===== src/hw/drt_pkg.sv =====
package drt_pkg;
   // Counter width of both timers
   localparam int TIMER_W = 16;
   // System clock period and instruction cycle period
   localparam int CLK_PERIOD_NS = 25;
   localparam int TC_PERIOD_NS = 1000;
   // System clocks per instruction cycle
   localparam int TC_CYCLES = TC_PERIOD_NS / CLK_PERIOD_NS;
   // Width of the instruction cycle divider
   localparam int TC_CNT_W = 6;
   // Idle timer bit whose toggle raises the tick
   localparam int IDLE_TICK_BIT = 12;
   // Mode select field positions (bit3, bit2, bit1)
   localparam int MSEL_BIT3 = 2;
   localparam int MSEL_BIT2 = 1;
   localparam int MSEL_BIT1 = 0;
   // Reset and wrap values
   localparam logic [15:0] TIMER_RST = 16'h0000;
   localparam logic [15:0] TIMER_ZERO = 16'h0000;
   localparam logic [15:0] TIMER_ONE = 16'h0001;
   localparam logic [15:0] TIMER_FULL = 16'hffff;
   localparam logic [5:0] TC_CNT_RST = 6'h00;
   localparam logic [5:0] TC_CNT_ONE = 6'h01;
   localparam logic [5:0] TC_CNT_LAST = 6'(TC_CYCLES - 1);
   localparam logic FLAG_RST = 1'b0;

   // Mode select settings, bit3 bit2 bit1
   typedef enum logic [2:0] {
      MODE_EVT_RISE = 3'b000,
      MODE_EVT_FALL = 3'b001,
      MODE_CAP_RR = 3'b010,
      MODE_CAP_FR = 3'b011,
      MODE_PWM_HOLD = 3'b100,
      MODE_PWM_TOGGLE = 3'b101,
      MODE_CAP_RF = 3'b110,
      MODE_CAP_FF = 3'b111
   } drt_mode_e;

   // Software configuration levels
   typedef struct packed {
      drt_mode_e mode;
      logic irq_en_a;
      logic irq_en_b;
      logic idle_en;
   } drt_ctrl_s;

   // Software command pulses
   typedef struct packed {
      logic clr_pend_a;
      logic clr_pend_b;
      logic clr_idle_pend;
      logic run_set;
      logic run_clr;
      logic wr_a;
      logic wr_b;
      logic wr_timer;
   } drt_cmd_s;

   // Flags shown to software
   typedef struct packed {
      logic pend_a;
      logic pend_b;
      logic idle_pend;
      logic run_flag;
   } drt_stat_s;
endpackage : drt_pkg


===== src/hw/drt_top.sv =====
// Operation
// - Idle timer: free 16-bit down-counter, hidden
// - Bit 12 toggle sets idle tick pending
// - Idle tick interrupt gated by its enable
// - 16-bit main timer, registers A, B, pins
// - Setting 101 toggles pin A on underflow
// - Pulse mode reloads A first, then B, A
// - Reload source sets matching sticky pending flag
// - Enables A and B gate their interrupts
// - Run flag starts and stops pulse/event modes
// - Event mode counts selected pin A edges
// - Event underflow sets pending A
// - Event mode pin B rise sets pending B
// - Event mode never drives pin A
// - Capture mode copies count on pin edges
// - Capture edges chosen per pin
// - Capture sets pending A or B
// - Capture underflow sets run flag, irq A
// - Reset clears counters, registers, pending and run flags
module drt_top (
   input wire logic sys_clk_i,
   input wire logic rst_n_i,
   input wire drt_pkg::drt_ctrl_s ctrl_i,
   input wire drt_pkg::drt_cmd_s cmd_i,
   input wire logic [15:0] wdata_i,
   input wire logic timer_pin_a_i,
   input wire logic timer_pin_b_i,
   output logic timer_pin_a_o,
   output logic timer_pin_a_oe_o,
   output logic [15:0] main_timer_o,
   output logic [15:0] reload_capture_reg_a_o,
   output logic [15:0] reload_capture_reg_b_o,
   output drt_pkg::drt_stat_s status_o,
   output logic irq_a_o,
   output logic irq_b_o,
   output logic idle_irq_o
);
   // Reset synchroniser stages
   logic rst_meta_n;
   logic rst_n;
   // Instruction cycle strobe
   logic tick;
   // Pin edges
   logic pin_a_rise;
   logic pin_a_fall;
   logic pin_b_rise;
   logic pin_b_fall;
   // Hidden idle counter
   logic [15:0] idle_tick_timer;
   // Main counter and its two registers
   logic [15:0] main_timer;
   logic [15:0] reload_capture_reg_a;
   logic [15:0] reload_capture_reg_b;
   // Software visible flags
   logic main_pending_a;
   logic main_pending_b;
   logic idle_tick_pending;
   logic main_run_or_underflow_flag;
   // Pulse mode: next reload comes from B
   logic reload_from_b;
   // Run flag of the previous cycle, to restart the sequence
   logic run_prev;
   // Decoded mode classes
   logic mode_pwm;
   logic mode_evt;
   logic mode_cap;
   logic pwm_toggle;
   // Counting strobe and underflow for this cycle
   logic count_en;
   logic underflow;
   logic idle_toggle;
   // Capture and event triggers
   logic cap_a;
   logic cap_b;
   logic evt_edge;
   // Next values
   logic [15:0] next_main_timer;
   logic [15:0] next_idle_tick_timer;

   // Pick the rising or the falling edge of a pin
   function automatic logic pick_edge(input logic rise, input logic fall,
                                      input logic use_fall);
      pick_edge = use_fall ? fall : rise;
   endfunction : pick_edge

   // One step down, wrapping from zero to full scale
   function automatic logic [15:0] dec16(input logic [15:0] val);
      dec16 = val - drt_pkg::TIMER_ONE;
   endfunction : dec16

   // Release reset through two flip-flops
   always_ff @(posedge sys_clk_i or negedge rst_n_i) begin
      if (!rst_n_i) begin
         rst_meta_n <= 1'b0;
         rst_n <= 1'b0;
      end else begin
         rst_meta_n <= 1'b1;
         rst_n <= rst_meta_n;
      end
   end

   // Instruction cycle divider
   drt_tick u_tick (
      .sys_clk_i(sys_clk_i),
      .rst_n_i(rst_n),
      .tick_o(tick)
   );

   // Edge finder for pin A
   drt_edge u_edge_a (
      .sys_clk_i(sys_clk_i),
      .rst_n_i(rst_n),
      .level_i(timer_pin_a_i),
      .rise_o(pin_a_rise),
      .fall_o(pin_a_fall)
   );

   // Edge finder for pin B
   drt_edge u_edge_b (
      .sys_clk_i(sys_clk_i),
      .rst_n_i(rst_n),
      .level_i(timer_pin_b_i),
      .rise_o(pin_b_rise),
      .fall_o(pin_b_fall)
   );

   // Mode decode
   always_comb begin
      mode_pwm = 1'b0;
      mode_evt = 1'b0;
      mode_cap = 1'b0;
      pwm_toggle = 1'b0;
      case (ctrl_i.mode)
         // Pulse generation, pin A toggles
         drt_pkg::MODE_PWM_TOGGLE: begin
            mode_pwm = 1'b1;
            pwm_toggle = 1'b1;
         end
         // Pulse generation, pin A holds
         drt_pkg::MODE_PWM_HOLD: begin
            mode_pwm = 1'b1;
         end
         // External event counting
         drt_pkg::MODE_EVT_RISE, drt_pkg::MODE_EVT_FALL: begin
            mode_evt = 1'b1;
         end
         // All four capture settings
         drt_pkg::MODE_CAP_RR, drt_pkg::MODE_CAP_FR,
         drt_pkg::MODE_CAP_RF, drt_pkg::MODE_CAP_FF: begin
            mode_cap = 1'b1;
         end
         // Unreachable with a 3-bit field
         default: begin
            mode_cap = 1'b0;
         end
      endcase
   end

   // Event mode edge: bit1 picks the falling edge of pin A
   assign evt_edge = pick_edge(pin_a_rise, pin_a_fall,
                               ctrl_i.mode[drt_pkg::MSEL_BIT1]);

   // Capture triggers: bit1 selects pin A fall, bit3 pin B fall
   assign cap_a = mode_cap & pick_edge(pin_a_rise, pin_a_fall,
                  ctrl_i.mode[drt_pkg::MSEL_BIT1]);
   assign cap_b = mode_cap & pick_edge(pin_b_rise, pin_b_fall,
                  ctrl_i.mode[drt_pkg::MSEL_BIT3]);

   // Counting strobe per mode
   always_comb begin
      count_en = 1'b0;
      if (mode_pwm) begin
         count_en = tick & main_run_or_underflow_flag;
      end else if (mode_evt) begin
         count_en = evt_edge & main_run_or_underflow_flag;
      end else begin
         count_en = tick;
      end
   end

   // Underflow is a count step taken at zero
   assign underflow = count_en & (main_timer == drt_pkg::TIMER_ZERO);

   // Next main count: reload, wrap or step
   always_comb begin
      next_main_timer = main_timer;
      if (cmd_i.wr_timer) begin
         next_main_timer = wdata_i;
      end else if (count_en) begin
         if (underflow && mode_pwm) begin
            // Alternate reload source
            next_main_timer = reload_from_b ? reload_capture_reg_b
                                            : reload_capture_reg_a;
         end else if (underflow && mode_evt) begin
            next_main_timer = reload_capture_reg_a;
         end else begin
            next_main_timer = dec16(main_timer);
         end
      end
   end

   // Main counter register
   always_ff @(posedge sys_clk_i or negedge rst_n) begin
      if (!rst_n) begin
         main_timer <= drt_pkg::TIMER_RST;
      end else begin
         main_timer <= next_main_timer;
      end
   end

   // Reload order: first underflow after start takes A
   always_ff @(posedge sys_clk_i or negedge rst_n) begin
      if (!rst_n) begin
         reload_from_b <= drt_pkg::FLAG_RST;
         run_prev <= drt_pkg::FLAG_RST;
      end else begin
         run_prev <= main_run_or_underflow_flag;
         if (!mode_pwm || (main_run_or_underflow_flag && !run_prev)) begin
            // Restart the sequence on entry or start
            reload_from_b <= 1'b0;
         end else if (underflow) begin
            reload_from_b <= ~reload_from_b;
         end
      end
   end

   // Register A: software load or capture, capture wins
   always_ff @(posedge sys_clk_i or negedge rst_n) begin
      if (!rst_n) begin
         reload_capture_reg_a <= drt_pkg::TIMER_RST;
      end else if (cap_a) begin
         reload_capture_reg_a <= main_timer;
      end else if (cmd_i.wr_a) begin
         reload_capture_reg_a <= wdata_i;
      end
   end

   // Register B: software load or capture, capture wins
   always_ff @(posedge sys_clk_i or negedge rst_n) begin
      if (!rst_n) begin
         reload_capture_reg_b <= drt_pkg::TIMER_RST;
      end else if (cap_b) begin
         reload_capture_reg_b <= main_timer;
      end else if (cmd_i.wr_b) begin
         reload_capture_reg_b <= wdata_i;
      end
   end

   // Pending A: set by its source in each mode, set beats clear
   always_ff @(posedge sys_clk_i or negedge rst_n) begin
      if (!rst_n) begin
         main_pending_a <= drt_pkg::FLAG_RST;
      end else if (mode_pwm && underflow && !reload_from_b) begin
         main_pending_a <= 1'b1;
      end else if (mode_evt && underflow) begin
         main_pending_a <= 1'b1;
      end else if (cap_a) begin
         main_pending_a <= 1'b1;
      end else if (cmd_i.clr_pend_a) begin
         main_pending_a <= 1'b0;
      end
   end

   // Pending B: set by its source in each mode, set beats clear
   always_ff @(posedge sys_clk_i or negedge rst_n) begin
      if (!rst_n) begin
         main_pending_b <= drt_pkg::FLAG_RST;
      end else if (mode_pwm && underflow && reload_from_b) begin
         main_pending_b <= 1'b1;
      end else if (mode_evt && pin_b_rise) begin
         main_pending_b <= 1'b1;
      end else if (cap_b) begin
         main_pending_b <= 1'b1;
      end else if (cmd_i.clr_pend_b) begin
         main_pending_b <= 1'b0;
      end
   end

   // Run flag, doubling as underflow pending in capture
   always_ff @(posedge sys_clk_i or negedge rst_n) begin
      if (!rst_n) begin
         main_run_or_underflow_flag <= drt_pkg::FLAG_RST;
      end else if (mode_cap && underflow) begin
         main_run_or_underflow_flag <= 1'b1;
      end else if (cmd_i.run_set) begin
         main_run_or_underflow_flag <= 1'b1;
      end else if (cmd_i.run_clr) begin
         main_run_or_underflow_flag <= 1'b0;
      end
   end

   // Idle timer steps down each instruction cycle
   always_comb begin
      next_idle_tick_timer = idle_tick_timer;
      if (tick) begin
         next_idle_tick_timer = dec16(idle_tick_timer);
      end
   end

   // Tick bit changed on this step
   assign idle_toggle = next_idle_tick_timer[drt_pkg::IDLE_TICK_BIT] ^
                        idle_tick_timer[drt_pkg::IDLE_TICK_BIT];

   // Idle counter register, no software access
   always_ff @(posedge sys_clk_i or negedge rst_n) begin
      if (!rst_n) begin
         idle_tick_timer <= drt_pkg::TIMER_RST;
      end else begin
         idle_tick_timer <= next_idle_tick_timer;
      end
   end

   // Idle tick pending, set beats clear
   always_ff @(posedge sys_clk_i or negedge rst_n) begin
      if (!rst_n) begin
         idle_tick_pending <= drt_pkg::FLAG_RST;
      end else if (idle_toggle) begin
         idle_tick_pending <= 1'b1;
      end else if (cmd_i.clr_idle_pend) begin
         idle_tick_pending <= 1'b0;
      end
   end

   // Pin A: driven only in pulse mode, toggled on underflow in setting 101
   always_ff @(posedge sys_clk_i or negedge rst_n) begin
      if (!rst_n) begin
         timer_pin_a_o <= drt_pkg::FLAG_RST;
         timer_pin_a_oe_o <= drt_pkg::FLAG_RST;
      end else begin
         timer_pin_a_oe_o <= mode_pwm;
         if (pwm_toggle && underflow) begin
            timer_pin_a_o <= ~timer_pin_a_o;
         end
      end
   end

   // Interrupt requests, registered
   always_ff @(posedge sys_clk_i or negedge rst_n) begin
      if (!rst_n) begin
         irq_a_o <= drt_pkg::FLAG_RST;
         irq_b_o <= drt_pkg::FLAG_RST;
         idle_irq_o <= drt_pkg::FLAG_RST;
      end else begin
         // Capture underflow shares interrupt A
         irq_a_o <= ctrl_i.irq_en_a & (main_pending_a |
                    (mode_cap & main_run_or_underflow_flag));
         irq_b_o <= ctrl_i.irq_en_b & main_pending_b;
         idle_irq_o <= ctrl_i.idle_en & idle_tick_pending;
      end
   end

   // Software views of counter, registers and flags
   assign main_timer_o = main_timer;
   assign reload_capture_reg_a_o = reload_capture_reg_a;
   assign reload_capture_reg_b_o = reload_capture_reg_b;
   assign status_o = '{pend_a: main_pending_a,
                       pend_b: main_pending_b,
                       idle_pend: idle_tick_pending,
                       run_flag: main_run_or_underflow_flag};
endmodule : drt_top


===== src/hw/drt_tick.sv =====
// Instruction cycle strobe from the system clock
module drt_tick (
   input wire logic sys_clk_i,
   input wire logic rst_n_i,
   output logic tick_o
);
   // Divider position
   logic [drt_pkg::TC_CNT_W-1:0] cnt;

   // Wrap once per instruction cycle and strobe on the wrap
   always_ff @(posedge sys_clk_i or negedge rst_n_i) begin
      if (!rst_n_i) begin
         cnt <= drt_pkg::TC_CNT_RST;
         tick_o <= drt_pkg::FLAG_RST;
      end else if (cnt == drt_pkg::TC_CNT_LAST) begin
         cnt <= drt_pkg::TC_CNT_RST;
         tick_o <= 1'b1;
      end else begin
         cnt <= cnt + drt_pkg::TC_CNT_ONE;
         tick_o <= 1'b0;
      end
   end
endmodule : drt_tick


===== src/hw/drt_edge.sv =====
// Edge finder for a synchronous pin level
module drt_edge (
   input wire logic sys_clk_i,
   input wire logic rst_n_i,
   input wire logic level_i,
   output logic rise_o,
   output logic fall_o
);
   // Level seen on the previous clock
   logic prev;

   // Remember the last level
   always_ff @(posedge sys_clk_i or negedge rst_n_i) begin
      if (!rst_n_i) begin
         prev <= drt_pkg::FLAG_RST;
      end else begin
         prev <= level_i;
      end
   end

   // Edges are valid in the cycle the new level is seen
   assign rise_o = level_i & ~prev;
   assign fall_o = ~level_i & prev;
endmodule : drt_edge


===== config.mk =====
export PLATFORM = sky130hd
export DESIGN_NAME = drt_top
export DESIGN_NICKNAME = d
export VERILOG_FILES = /design/src/hw/drt_pkg.sv /design/src/hw/drt_top.sv /design/src/hw/drt_tick.sv /design/src/hw/drt_edge.sv
export SDC_FILE = /design/constraint.sdc
export NUM_CORES = 1
export LEC_CHECK = 0
export BUFFER_PORTS_ARGS = -buffer_cell sky130_fd_sc_hd__buf_4
export CORE_MARGIN = 10
export CORE_UTILIZATION = 50
export CTS_BUF_LIST = sky130_fd_sc_hd__clkbuf_16
export DETAILED_ROUTE_END_ITERATION = 10
export GPL_TIMING_DRIVEN = 0
export PLACE_DENSITY = 0.74
export SLEW_MARGIN = 10
export SYNTH_ARGS = -nofsm -noshare
export SYNTH_HDL_FRONTEND = slang
export SYNTH_SLANG_ARGS = --single-unit

===== constraint.sdc =====
create_clock -name sys_clk_i -period 7.5 [get_ports sys_clk_i]
set_input_delay 0.75 -clock sys_clk_i [delete_from_list [all_inputs] [get_ports sys_clk_i]]
set_output_delay 0.75 -clock sys_clk_i [all_outputs]
set_load 0.01 [all_outputs]

After elaboration in Yosys (flattened, before gate mapping)

Index checks and enable logic that the tools add are counted.

Add/subtract/negate cells: 3
Multiply operators: 0
Div/mod/pow operators: 0
Magnitude comparators: 0
Equal/unequal tests: 8
Shift operators: 0
Mux-type cells: 35
Bitwise logic cells: 21
Reduce and logical (&&, ||, !) cells: 25

Operators with widths:

| kind                  | number |
|---|---|
| $mux 16               | 9 |
| $sub 16x1->16 const B | 2 |
| $mux 1                | 24 |
| $logic_not 16->1      | 1 |
| $and 1x1->1           | 13 |
| $mux 13               | 1 |
| $eq 3x3->1 const B    | 4 |
| $reduce_bool 2->1     | 5 |
| $logic_and 1x1->1     | 8 |
| $reduce_bool 4->1     | 2 |
| $add 6x1->6 const B   | 1 |
| $eq 3x2->1 const B    | 2 |
| $eq 6x6->1 const B    | 1 |
| $mux 6                | 1 |
| $not 1->1             | 6 |
| $reduce_or 2->1       | 2 |
| $reduce_or 4->1       | 1 |
| $eq 3x1->1 const B    | 1 |
| $logic_not 1->1       | 3 |
| $logic_not 3->1       | 1 |
| $reduce_bool 3->1     | 1 |
| $logic_or 1x1->1      | 1 |
| $or 1x1->1            | 1 |
| $xor 1x1->1           | 1 |

Bits in registers: 86
Latch bits: 0
Bits in writable memories: 0
Bits in read-only memories: 0
Input bits: 34
Output and inout port bits: 57
Word-level logic and storage cells: 114
Memories kept: 0

Depth between registers and ports, before layout

Gate-level depths: netlist of the first run.

Word-level depth: 12
Mapped depth: 8

Cells and area by module

A second synthesis of the first run with hierarchy kept.

Cells, all modules: 472
Area total of the unflattened synthesis: 4480.5 µm²

By module, submodules not included:

| module   | instances | cells each | area each (µm²) | seq. area each (µm²) |
|---|---|---|---|---|
| drt_top  | 1         | 444        | 4120.2          | 1826.8 |
| drt_tick | 1         | 22         | 280.3           | 175.2 |
| drt_edge | 2         | 3          | 40.0            | 25.0 |

Worst setup path before layout of the first run

No wires, ideal clock.

Path kind: register -> register
Start: register main_timer[4], in the netlist main_timer_o[4]
End: register main_timer[0], in the netlist main_timer_o[0]
Setup time: 0.154 ns
Arrival time: 2.431 ns
Slack: 4.915 ns
Cell stages (with the launch flop): 8
Buffers on the path: 2
Path through: dfrtp_1 > buf_6 > or4_4 > or4_4 > a2111oi_4 > buf_6 > mux2i_1 > a31oi_1

Longest elaborated chain between the ends: 7

RTL lines:

| what                   | RTL line       | text |
|---|---|---|
| start, declared        | drt_top.sv:51  | `logic [15:0] main_timer;` |
| start signal, assigned | drt_top.sv:205 | `main_timer <= drt_pkg::TIMER_RST;` |
| start signal, assigned | drt_top.sv:207 | `main_timer <= next_main_timer;` |
| $logic_not 16->1 *     | drt_top.sv:182 | `assign underflow = count_en & (main_timer == drt_pkg::TIMER_ZERO);` |
| $and 1x1->1 *          | drt_top.sv:182 |  |
| $logic_and 1x1->1      | drt_top.sv:194 | `end else if (underflow && mode_evt) begin` |
| $mux 16                | drt_top.sv:194 |  |
| $mux 16 *              | drt_top.sv:190 | `if (underflow && mode_pwm) begin` |
| $mux 16 *              | drt_top.sv:189 | `end else if (count_en) begin` |
| $mux 16 *              | drt_top.sv:187 | `if (cmd_i.wr_timer) begin` |

Mark *: on every way between the ends. The rest lies on a longest branch, timed or not. The select of a mux whose other input is x is not followed.
A chain may end at the register's enable or synchronous reset.

Worst setup path in the final report of the first run

Start: input port ctrl_i[5] (netlist name)
End: register main_timer[8], in the netlist main_timer_o[8]

Longest elaborated chain between the ends: 11

RTL lines:

| what                                          | RTL line       | text |
|---|---|---|
| start, declared                               | drt_top.sv:23  | `input wire drt_pkg::drt_ctrl_s ctrl_i,` |
| $eq 3x1->1 or $logic_not 3->1 (tied branches) | drt_top.sv:133 | `case (ctrl_i.mode)` |
| $reduce_or 2->1                               | drt_top.sv:133 |  |
| $mux 1                                        | drt_top.sv:133 |  |
| $mux 1                                        | drt_top.sv:174 | `end else if (mode_evt) begin` |
| $mux 1                                        | drt_top.sv:172 | `if (mode_pwm) begin` |
| $and 1x1->1                                   | drt_top.sv:182 |  |
| $logic_and 1x1->1                             | drt_top.sv:194 |  |
| $mux 16                                       | drt_top.sv:194 |  |
| $mux 16                                       | drt_top.sv:190 |  |
| $mux 16                                       | drt_top.sv:189 |  |
| $mux 16                                       | drt_top.sv:187 |  |

Several ways; a longest one is shown, not always the timed one. The select of a mux whose other input is x is not followed.

==> results of run 1 <==
[flip-flops by register name (all words and copies together) (netlist names), 6 cells and up]
signal / cells
u_tick.cnt: 6
reload_capture_reg_b_o: 16
reload_capture_reg_a_o: 16
idle_tick_timer: 12
main_timer_o: 16
[power groups by stage]
| stage | Clock [W] | Sequential (W) | Combinational (W) |
|---|---|---|---|
| after detailed placement | 0 | 0.000529 | 0.000214 |
| after floorplan | 0 | 0.000538 | 0.0000915 |
| after CTS | 0.000475 | 0.000522 | 0.000217 |
| final | 0.000472 | 0.000522 | 0.000215 |
| after global routing | 0.000494 | 0.000528 | 0.000235 |
| after global placement | 0 | 0.000532 | 0.000203 |
[layout by cell type (no fill, tap or decap), types with 7 or more instances in the layout]
cell and instances:
clkbuf_1 20, nor2_1 43, clkbuf_16 9, nand2b_1 14
dfrtp_1 81, buf_4 92, nand2_1 23, mux2i_1 34
a21o_1 8, nand3_1 8, o22ai_1 16, or3_1 7
xnor2_1 12, inv_1 10, a22o_1 13, a31oi_1 17
xor2_1 14, nor3_1 13, a21oi_1 44
[worst paths after layout]
kind	from	to	slack, ns	cells after the start
setup / recovery	ctrl_i[5]	main_timer_o[8]$_DFFE_PN0P_	4.18	8
hold / removal	rst_n_i	rst_meta_n$_DFF_PN0_	0.18	1
setup reg to reg	main_timer_o[12]$_DFFE_PN0P_	main_timer_o[8]$_DFFE_PN0P_	4.27	7
hold reg to reg	rst_n$_DFF_PN0_	main_timer_o[0]$_DFFE_PN0P_	0.29	0
max in group asynchronous	rst_n$_DFF_PN0_	reload_capture_reg_a_o[13]$_DFFE_PN0P_	6.63	1
min in group sys_clk_i	rst_meta_n$_DFF_PN0_	rst_n$_DFF_PN0_	0.36	0
[metal layers]
metal | part of all wire, % | routed length [microns]
met5 | 0 | 0
met4 | 3.0 | 403
met3 | 9.3 | 1259
met2 | 47 | 6322
met1 | 41 | 5565
[area by class of cell]
| class | count | area [sq um] |
|---|---|---|
| clock inverters | 6 | 92.59 |
| well taps | 108 | 135.1 |
| flip-flops and latches | 82 | 2056 |
| fillers | 744 | 3083 |
| plain buffers | 33 | 157.7 |
| multi-input cells | 327 | 2157 |
| inverters | 11 | 41.29 |
| repair buffers | 89 | 688.2 |
| clock buffers | 9 | 225.2 |
[logic make-up (layout without fill, tap and decap cells)]
kind of cell / Yosys count / count (layout) / share of synthesized area, %
AND/OR/NAND/NOR: 148 / 148 / 17.94
AO/OA/AOI/OAI: 114 / 114 / 16.92
flip-flops: 82 / 82 / 46.55
buffers and inverters: 44 / 148 / 4.513
multiplexers: 35 / 35 / 7.976
XOR/XNOR: 26 / 26 / 5.166
adder cells (fa/ha/maj): 3 / 3 / 0.8516
other: 1 / 1 / 0.08507
[stage by stage]
step                      setup WS, ns  util, %  instance area (sq um)  power (W)  std cells
after floorplan                  4.915        -                   4408  0.0006297        453
after global placement           4.042    60.26                   5204  0.0007352        649
after detailed placement         4.057    60.62                   5235  0.0007433        650
after CTS                        4.345    64.30                   5553   0.001214        665
after global routing             4.071    64.30                   5553   0.001258        665
final                            4.177    64.30                   5553   0.001209        665
[worst register-to-register path, delay by kind of cell (launching register included)]
family / cells / cell delay, ns
AOI/OAI and AO/OA: 2 / 0.47
buffers and inverters: 2 / 0.80
DFF: 1 / 0.39
and+or+nand+nor: 3 / 1.49
==> insert_results.sql, run 1 <==
INSERT INTO impl_metrics (metric_group, metric, value, unit) VALUES
('floorplanning', 'core', '8636', 'sq um'),
('yosys', 'post-synth-top-area-fraction', '46.55', '%'),
('power_and_ir_drop', 'power_frac_comb', '17.8', '%'),
('sta', 'timing.clock.skew', '0.004076', 'ns'),
('critical_path', 'required', '7.74', 'ns'),
('layout', 'antennaDiodeCount', '0', ''),
('clock_network', 'cts_hold_buf', '0', ''),
('yosys', 'synth_area_leader_cell', 'dfrtp_1', ''),
('yosys', 'synth.most_common_cell', 'dfrtp_1', ''),
('floorplanning', 'chipWidth', '113.9', 'microns'),
('route', 'detail_route.iter0.violations', '346', ''),
('sta', 'tightest_slew', '1.167', 'ns'),
('power_and_ir_drop', 'internal_power', '0.0008741', 'W'),
('status', 'outcome', 'finished clean', ''),
('power_and_ir_drop', 'part_of_the_total_power_dissipated_in_sequential_elements', '43.2', '%'),
('clock_network', 'cts_inserted_buffers', '9', ''),
('yosys', 'post_synth.cell_area_avg', '9.731', 'sq um'),
('yosys', 'post_synth_most_frequent_cells', 'dfrtp_1, a21oi_1, nor2_1, mux2i_1, nand2_1', ''),
('floorplanning', 'io-pin-count', '91', ''),
('yosys', 'mappedNetlistArea', '4408', 'sq um'),
('global_routing', 'grt_pass1_vias', '4289', ''),
('global_routing', 'maximum_number_of_pins_on_one_net_before_global_route_repair', '49', ''),
('route', 'detailedRoute.firstPassIterationCount', '6', ''),
('critical_path', 'timing.critical_path.fanout_max', '10', ''),
('sta', 'fin_hold_ws', '0.1807', 'ns'),
('sta', 'max_slew_margin', '21.61', '%'),
('critical_path', 'crit_chain', 'buf_4, clkbuf_1, nand2_1, nor3_1, clkbuf_1, a22o_1, nand2_1, a31oi_1', ''),
('route', 'final_antenna_net_count', '0', ''),
('route', 'wl_per_cell', '20.38', 'microns'),
('place', 'place_congestion', '0.8919', ''),
('yosys', 'synth.ff_latch_count', '82', ''),
('clock_network', 'h-tree-depth', '3', ''),
('place', 'place.detailed.hpwl', '9.548', 'mm'),
('critical_path', 'timing.critical_path.buf_inv', '3', ''),
('route', 'detail_route.drc_violations', '0', ''),
('power_and_ir_drop', 'power_switching_share', '27.71', '%'),
('sta', 'report.final.slew_viol_count', '0', ''),
('clock_network', 'cts_tree', 'done', ''),
('critical_path', 'arrival_time_of_data_at_the_critical_path_endpoint', '3.57', 'ns'),
('layout', 'final_nets', '590', ''),
('yosys', 'synth_enable_flop_cells', '0', ''),
('layout', 'post_route_cells_drive_above_1_share', '21.90', '%'),
('floorplanning', 'initial_core_util', '51.04', '%'),
('floorplanning', 'die_h', '113.9', 'microns'),
('sta', 'max_freq', '300.9', 'MHz'),
('power_and_ir_drop', 'power_leakage', '2.406', 'nW'),
('sta', 'hold_viol', '0', ''),
('global_routing', 'grt-busiest-layer', 'met2', ''),
('power_and_ir_drop', 'netSwitchingPower', '0.0003351', 'W'),
('yosys', 'seq_area_frac_synth', '46.55', '%'),
('critical_path', 'kind_of_start_point_of_the_critical_path', 'input port', ''),
('critical_path', 'worstSetupPathType', 'input port to register', ''),
('yosys', 'synthDistinctLibCells', '56', ''),
('sta', 'timing.final.crit_period', '3.323', 'ns'),
('yosys', 'dominant_synthesized_flop_cell', 'dfrtp_1', ''),
('critical_path', 'crit_family', 'simple AND/OR/NAND/NOR gates', ''),
('clock_network', 'cts-root-to-sink-buffers', '2', ''),
('hold_path', 'worstHoldPathType', 'input port to async pin', ''),
('clock_network', 'clk-insertion-delay-late', '0.34', 'ns'),
('critical_path', 'worst_setup_path_end_kind', 'register', ''),
('global_routing', 'grt.overflow.total', '0', ''),
('power_and_ir_drop', 'power_density', '217.8', 'nW/um^2'),
('route', 'via_density_per_instance', '6.110', ''),
('sta', 'report.final.setup_viol', '0', ''),
('floorplanning', 'die-area', '12970', 'sq um'),
('global_routing', 'grt_use_met3', '5.459', '%'),
('clock_network', 'clk_pin_slew_worst_paths', '0.06', 'ns'),
('global_routing', 'grt.total_usage', '21.04', '%'),
('route', 'vias', '4063', ''),
('yosys', 'ys.warnings.count', '0', ''),
('place', 'port_buffers', '88', '');
Note: power is estimated with default switching activity, not from simulation.
==> inputs of run 2 (changes only) <==
--- a/config.mk
+++ b/config.mk
@@ -5,13 +5,14 @@
 export SDC_FILE = /design/constraint.sdc
 export NUM_CORES = 1
 export LEC_CHECK = 0
+export ABC_AREA = 1
 export BUFFER_PORTS_ARGS = -buffer_cell sky130_fd_sc_hd__buf_4
 export CORE_MARGIN = 10
 export CORE_UTILIZATION = 50
 export CTS_BUF_LIST = sky130_fd_sc_hd__clkbuf_16
 export DETAILED_ROUTE_END_ITERATION = 10
 export GPL_TIMING_DRIVEN = 0
-export PLACE_DENSITY = 0.74
+export PLACE_DENSITY = 0.73
 export SLEW_MARGIN = 10
 export SYNTH_ARGS = -nofsm -noshare
 export SYNTH_HDL_FRONTEND = slang
==> constraint.sdc (replaced) <==
create_clock -name sys_clk_i -period 3.45 [get_ports sys_clk_i]
set_input_delay 0.345 -clock sys_clk_i [delete_from_list [all_inputs] [get_ports sys_clk_i]]
set_output_delay 0.345 -clock sys_clk_i [all_outputs]
set_load 0.01 [all_outputs]
==> run 2 against run 1 <==
Count of clock-buffer cells in the layout unchanged. Critical path depth is 6 higher. Synthesized cell count grew 36%. Highest routed layer unchanged. Final area is 6.5% higher. Synthesized area is 8.0% higher. First-iteration DRC count is 59% higher.
==> insert_results.sql, run 2 <==
INSERT INTO impl_metrics (metric_group, metric, value, unit) VALUES
('status', 'outcome', 'finished clean', ''),
('layout', 'final_common_cell', 'nand2_1', ''),
('power_and_ir_drop', 'power_frac_comb', '23.5', '%'),
('critical_path', 'timing.critical_path.fanout_max', '10', ''),
('yosys', 'fraction_of_registers_with_async_set_or_reset_after_synthesis', '100.0', '%'),
('place', 'place_congestion', '0.9076', ''),
('layout', 'antennaDiodeCount', '0', ''),
('clock_network', 'ctsRootBufferMaster', 'clkbuf_16', ''),
('route', 'final_antenna_net_count', '0', ''),
('place', 'dpl-instance-area', '5607', 'sq um'),
('clock_network', 'cts-root-to-sink-buffers', '2', ''),
('floorplanning', 'io-pin-count', '91', ''),
('critical_path', 'worstSetupPathType', 'register to register', ''),
('critical_path', 'kind_of_start_point_of_the_critical_path', 'register', ''),
('floorplanning', 'die-area', '13830', 'sq um'),
('sta', 'report.final.setup_viol', '0', ''),
('clock_network', 'h-tree-depth', '3', ''),
('floorplanning', 'core', '9240', 'sq um'),
('route', 'totalWireLength', '15.75', 'mm'),
('route', 'via_density_per_instance', '5.622', ''),
('floorplanning', 'chipWidth', '117.6', 'microns'),
('power_and_ir_drop', 'part_of_the_total_power_dissipated_in_sequential_elements', '41.7', '%'),
('power_and_ir_drop', 'irDropWorstVdd', '243.2', 'uV'),
('yosys', 'dominant_synthesized_flop_cell', 'dfrtp_1', ''),
('sta', 'tightest_slew', '0.7225', 'ns'),
('global_routing', 'first_pass_grt_wire_length', '25.57', 'mm'),
('route', 'detailedRoute.firstPassIterationCount', '5', ''),
('clock_network', 'cts_inserted_buffers', '9', ''),
('yosys', 'post_synth.cell_area_avg', '7.704', 'sq um'),
('yosys', 'ys.warnings.count', '0', ''),
('flow_run', 'timing.max_cap.violations', '0', ''),
('place', 'port_buffers', '87', ''),
('yosys', 'mappedNetlistArea', '4761', 'sq um'),
('floorplanning', 'die_h', '117.6', 'microns'),
('layout', 'num-fill-cells', '817', ''),
('global_routing', 'grt_antenna_before_repair', '0', ''),
('place', 'place_inst', '835', ''),
('route', 'detail_route.drc_violations', '0', ''),
('yosys', 'synth.most_common_cell', 'nand2_1', ''),
('yosys', 'synth_fp_nets', '655', ''),
('global_routing', 'grt.overflow.total', '0', ''),
('yosys', 'synth.ff_latch_count', '82', ''),
('route', 'vias', '4790', ''),
('sta', 'max_freq', '426.0', 'MHz'),
('critical_path', 'required', '3.68', 'ns'),
('global_routing', 'grt.total_usage', '22.43', '%'),
('route', 'wl_per_cell', '18.48', 'microns'),
('sta', 'setup-tns-final', '0', 'ns'),
('yosys', 'synthDistinctLibCells', '34', ''),
('layout', 'final_cell_area_excluding_filler_cells', '5913', 'sq um'),
('sta', 'hold_viol', '0', ''),
('floorplanning', 'placementRows', '35', ''),
('place', 'dpl_worst_slack', '1.173', 'ns'),
('global_routing', 'maximum_number_of_pins_on_one_net_before_global_route_repair', '48', ''),
('power_and_ir_drop', 'power_density', '473.3', 'nW/um^2'),
('sta', 'max_slew_margin', '51.84', '%'),
('power_and_ir_drop', 'netSwitchingPower', '0.0009051', 'W'),
('yosys', 'seq_area_frac_synth', '43.10', '%'),
('sta', 'layout_worst_path_cycle_share', '68.04', '%'),
('power_and_ir_drop', 'power_switching_share', '32.34', '%'),
('sta', 'layout_setup_ws', '1.102', 'ns'),
('sta', 'rsz_0062_raised_after_global_routing', 'false', ''),
('power_and_ir_drop', 'power_leakage', '2.946', 'nW'),
('power_and_ir_drop', 'internal_power', '0.001893', 'W'),
('clock_network', 'clk_pin_slew_worst_paths', '0.06', 'ns'),
('sta', 'timing.clock.skew', '0.006853', 'ns'),
('yosys', 'post_synth_inst_count', '618', ''),
('sta', 'report.final.slew_viol_count', '0', ''),
('floorplanning', 'initial_core_util', '51.52', '%'),
('sta', 'fin_hold_ws', '0.1293', 'ns'),
('yosys', 'synth_enable_flop_cells', '0', ''),
('layout', 'post_route_cells_drive_above_1_share', '18.67', '%'),
('layout', 'most-common-layout-cells', 'nand2_1, buf_4, nand3_1', ''),
('yosys', 'post-synth-top-area-fraction', '43.10', '%'),
('global_routing', 'grt_pass1_vias', '4994', ''),
('power_and_ir_drop', 'clock_power_share', '34.8', '%'),
('yosys', 'synth_area_leader_cell', 'dfrtp_1', ''),
('layout', 'final_nets', '755', ''),
('clock_network', 'clk-insertion-delay-late', '0.34', 'ns'),
('critical_path', 'arrival_time_of_data_at_the_critical_path_endpoint', '2.58', 'ns'),
('place', 'place.detailed.hpwl', '11.12', 'mm'),
('layout', 'final_cells', '852', ''),
('layout', 'post_synthesis_to_final_layout_area_growth', '24.20', '%'),
('sta', 'timing.final.crit_period', '2.348', 'ns'),
('yosys', 'post_synth_most_frequent_cells', 'nand2_1, nand3_1, inv_1, dfrtp_1, nor2_1', ''),
('critical_path', 'worst_setup_path_end_kind', 'register', ''),
('clock_network', 'cts_tree', 'done', ''),
('yosys', 'synthTopCellsByArea', 'dfrtp_1, nand2_1, nand3_1, inv_1, xor2_1', ''),
('clock_network', 'clock_sink_count', '82', ''),
('hold_path', 'worstHoldPathType', 'input port to register', ''),
('route', 'detail_route.iter0.violations', '549', '');
-- run 2: final cells by class --
type,count,area (sq um),area share [%]
repair buffers,89,690.7,11.68
clock buffers,9,225.2,3.809
inverters,85,319.1,5.396
clock inverters,7,71.32,1.206
plain buffers,34,185.2,3.132
multi-input cells,417,2205,37.28
well taps,129,161.4,2.730
flip-flops and latches,82,2056,34.77
-- run 2: cell families (layout without fill, tap and decap cells) --
logic type                 Yosys count  in the layout  synth area share [%]
other                                1              1               0.07877
AOI/OAI and AO/OA                   75             75                 11.20
xor gates and xnor gates            24             24                 4.415
DFF                                 82             82                 43.10
adders and majority gates            3              3                0.7885
buffers and inverters              119            224                 10.59
and+or+nand+nor                    314            314                 29.83
-- run 2: what timing repair did --
action,4_1_cts,5_1_grt
hold buffers,1,0
endpoints found under the hold margin,2,0
setup buffers,0,0
gates resized for setup,0,0
setup endpoints to repair,0,0
-- run 2: through the flow --
step                total power (W)  util (%)
finish                     0.002799     63.99
global route               0.002938     63.99
CTS                        0.002803     63.99
floorplan                  0.001521         -
detailed placement         0.001833     60.68
global placement           0.001815     60.34
-- run 2: critical path: stages (launching register included) --
cell,delay (ns)
dfrtp_1,0.40
inv_1,0.19
ha_1,0.22
inv_1,0.09
nor3_4,0.18
nand2_2,0.13
nor2_4,0.14
buf_4,0.24
nand3_4,0.21
nand2_1,0.12
nand2_1,0.05
nand2_1,0.06
nand3_1,0.09
nand2_1,0.07
nand2_1,0.05
-- run 2: worst paths after layout --
kind                                                  start                          end  slack (ns)  depth (start not counted)
worst max-delay path            main_timer_o[0]$_DFFE_PN0P_  main_timer_o[0]$_DFFE_PN0P_        1.10                         14
min in group asynchronous                   rst_n$_DFF_PN0_      u_tick.cnt[1]$_DFF_PN0_        0.30                          0
worst min-delay path                          timer_pin_b_i      u_edge_b.prev$_DFF_PN0_        0.13                          1
worst min register to register              rst_n$_DFF_PN0_      u_tick.cnt[1]$_DFF_PN0_        0.30                          0
max in group asynchronous                   rst_n$_DFF_PN0_            irq_b_o$_DFF_PN0_        2.56                          1
worst max register to register  main_timer_o[0]$_DFFE_PN0P_  main_timer_o[0]$_DFFE_PN0P_        1.10                         14
-- run 2: power groups by stage --
| stage | sequential, W | combinational (W) | clock [W] |
|---|---|---|---|
| 5_1_grt | 0.00118 | 0.000730 | 0.00103 |
| 6_report | 0.00117 | 0.000658 | 0.000973 |
| 4_1_cts | 0.00117 | 0.000657 | 0.000980 |
| 3_5_place_dp | 0.00118 | 0.000651 | 0 |
| 3_3_place_gp | 0.00119 | 0.000626 | 0 |
| 2_1_floorplan | 0.00120 | 0.000320 | 0 |
-- run 2: metal layers --
layer / share of wire, % / wire length, microns / global-route usage [%]
met4: 2.7 / 431 / 8.733
met1: 41 / 6464 / 28.38
met2: 46 / 7281 / 35.52
met5: 0 / 0 / 0
met3: 10 / 1571 / 6.139
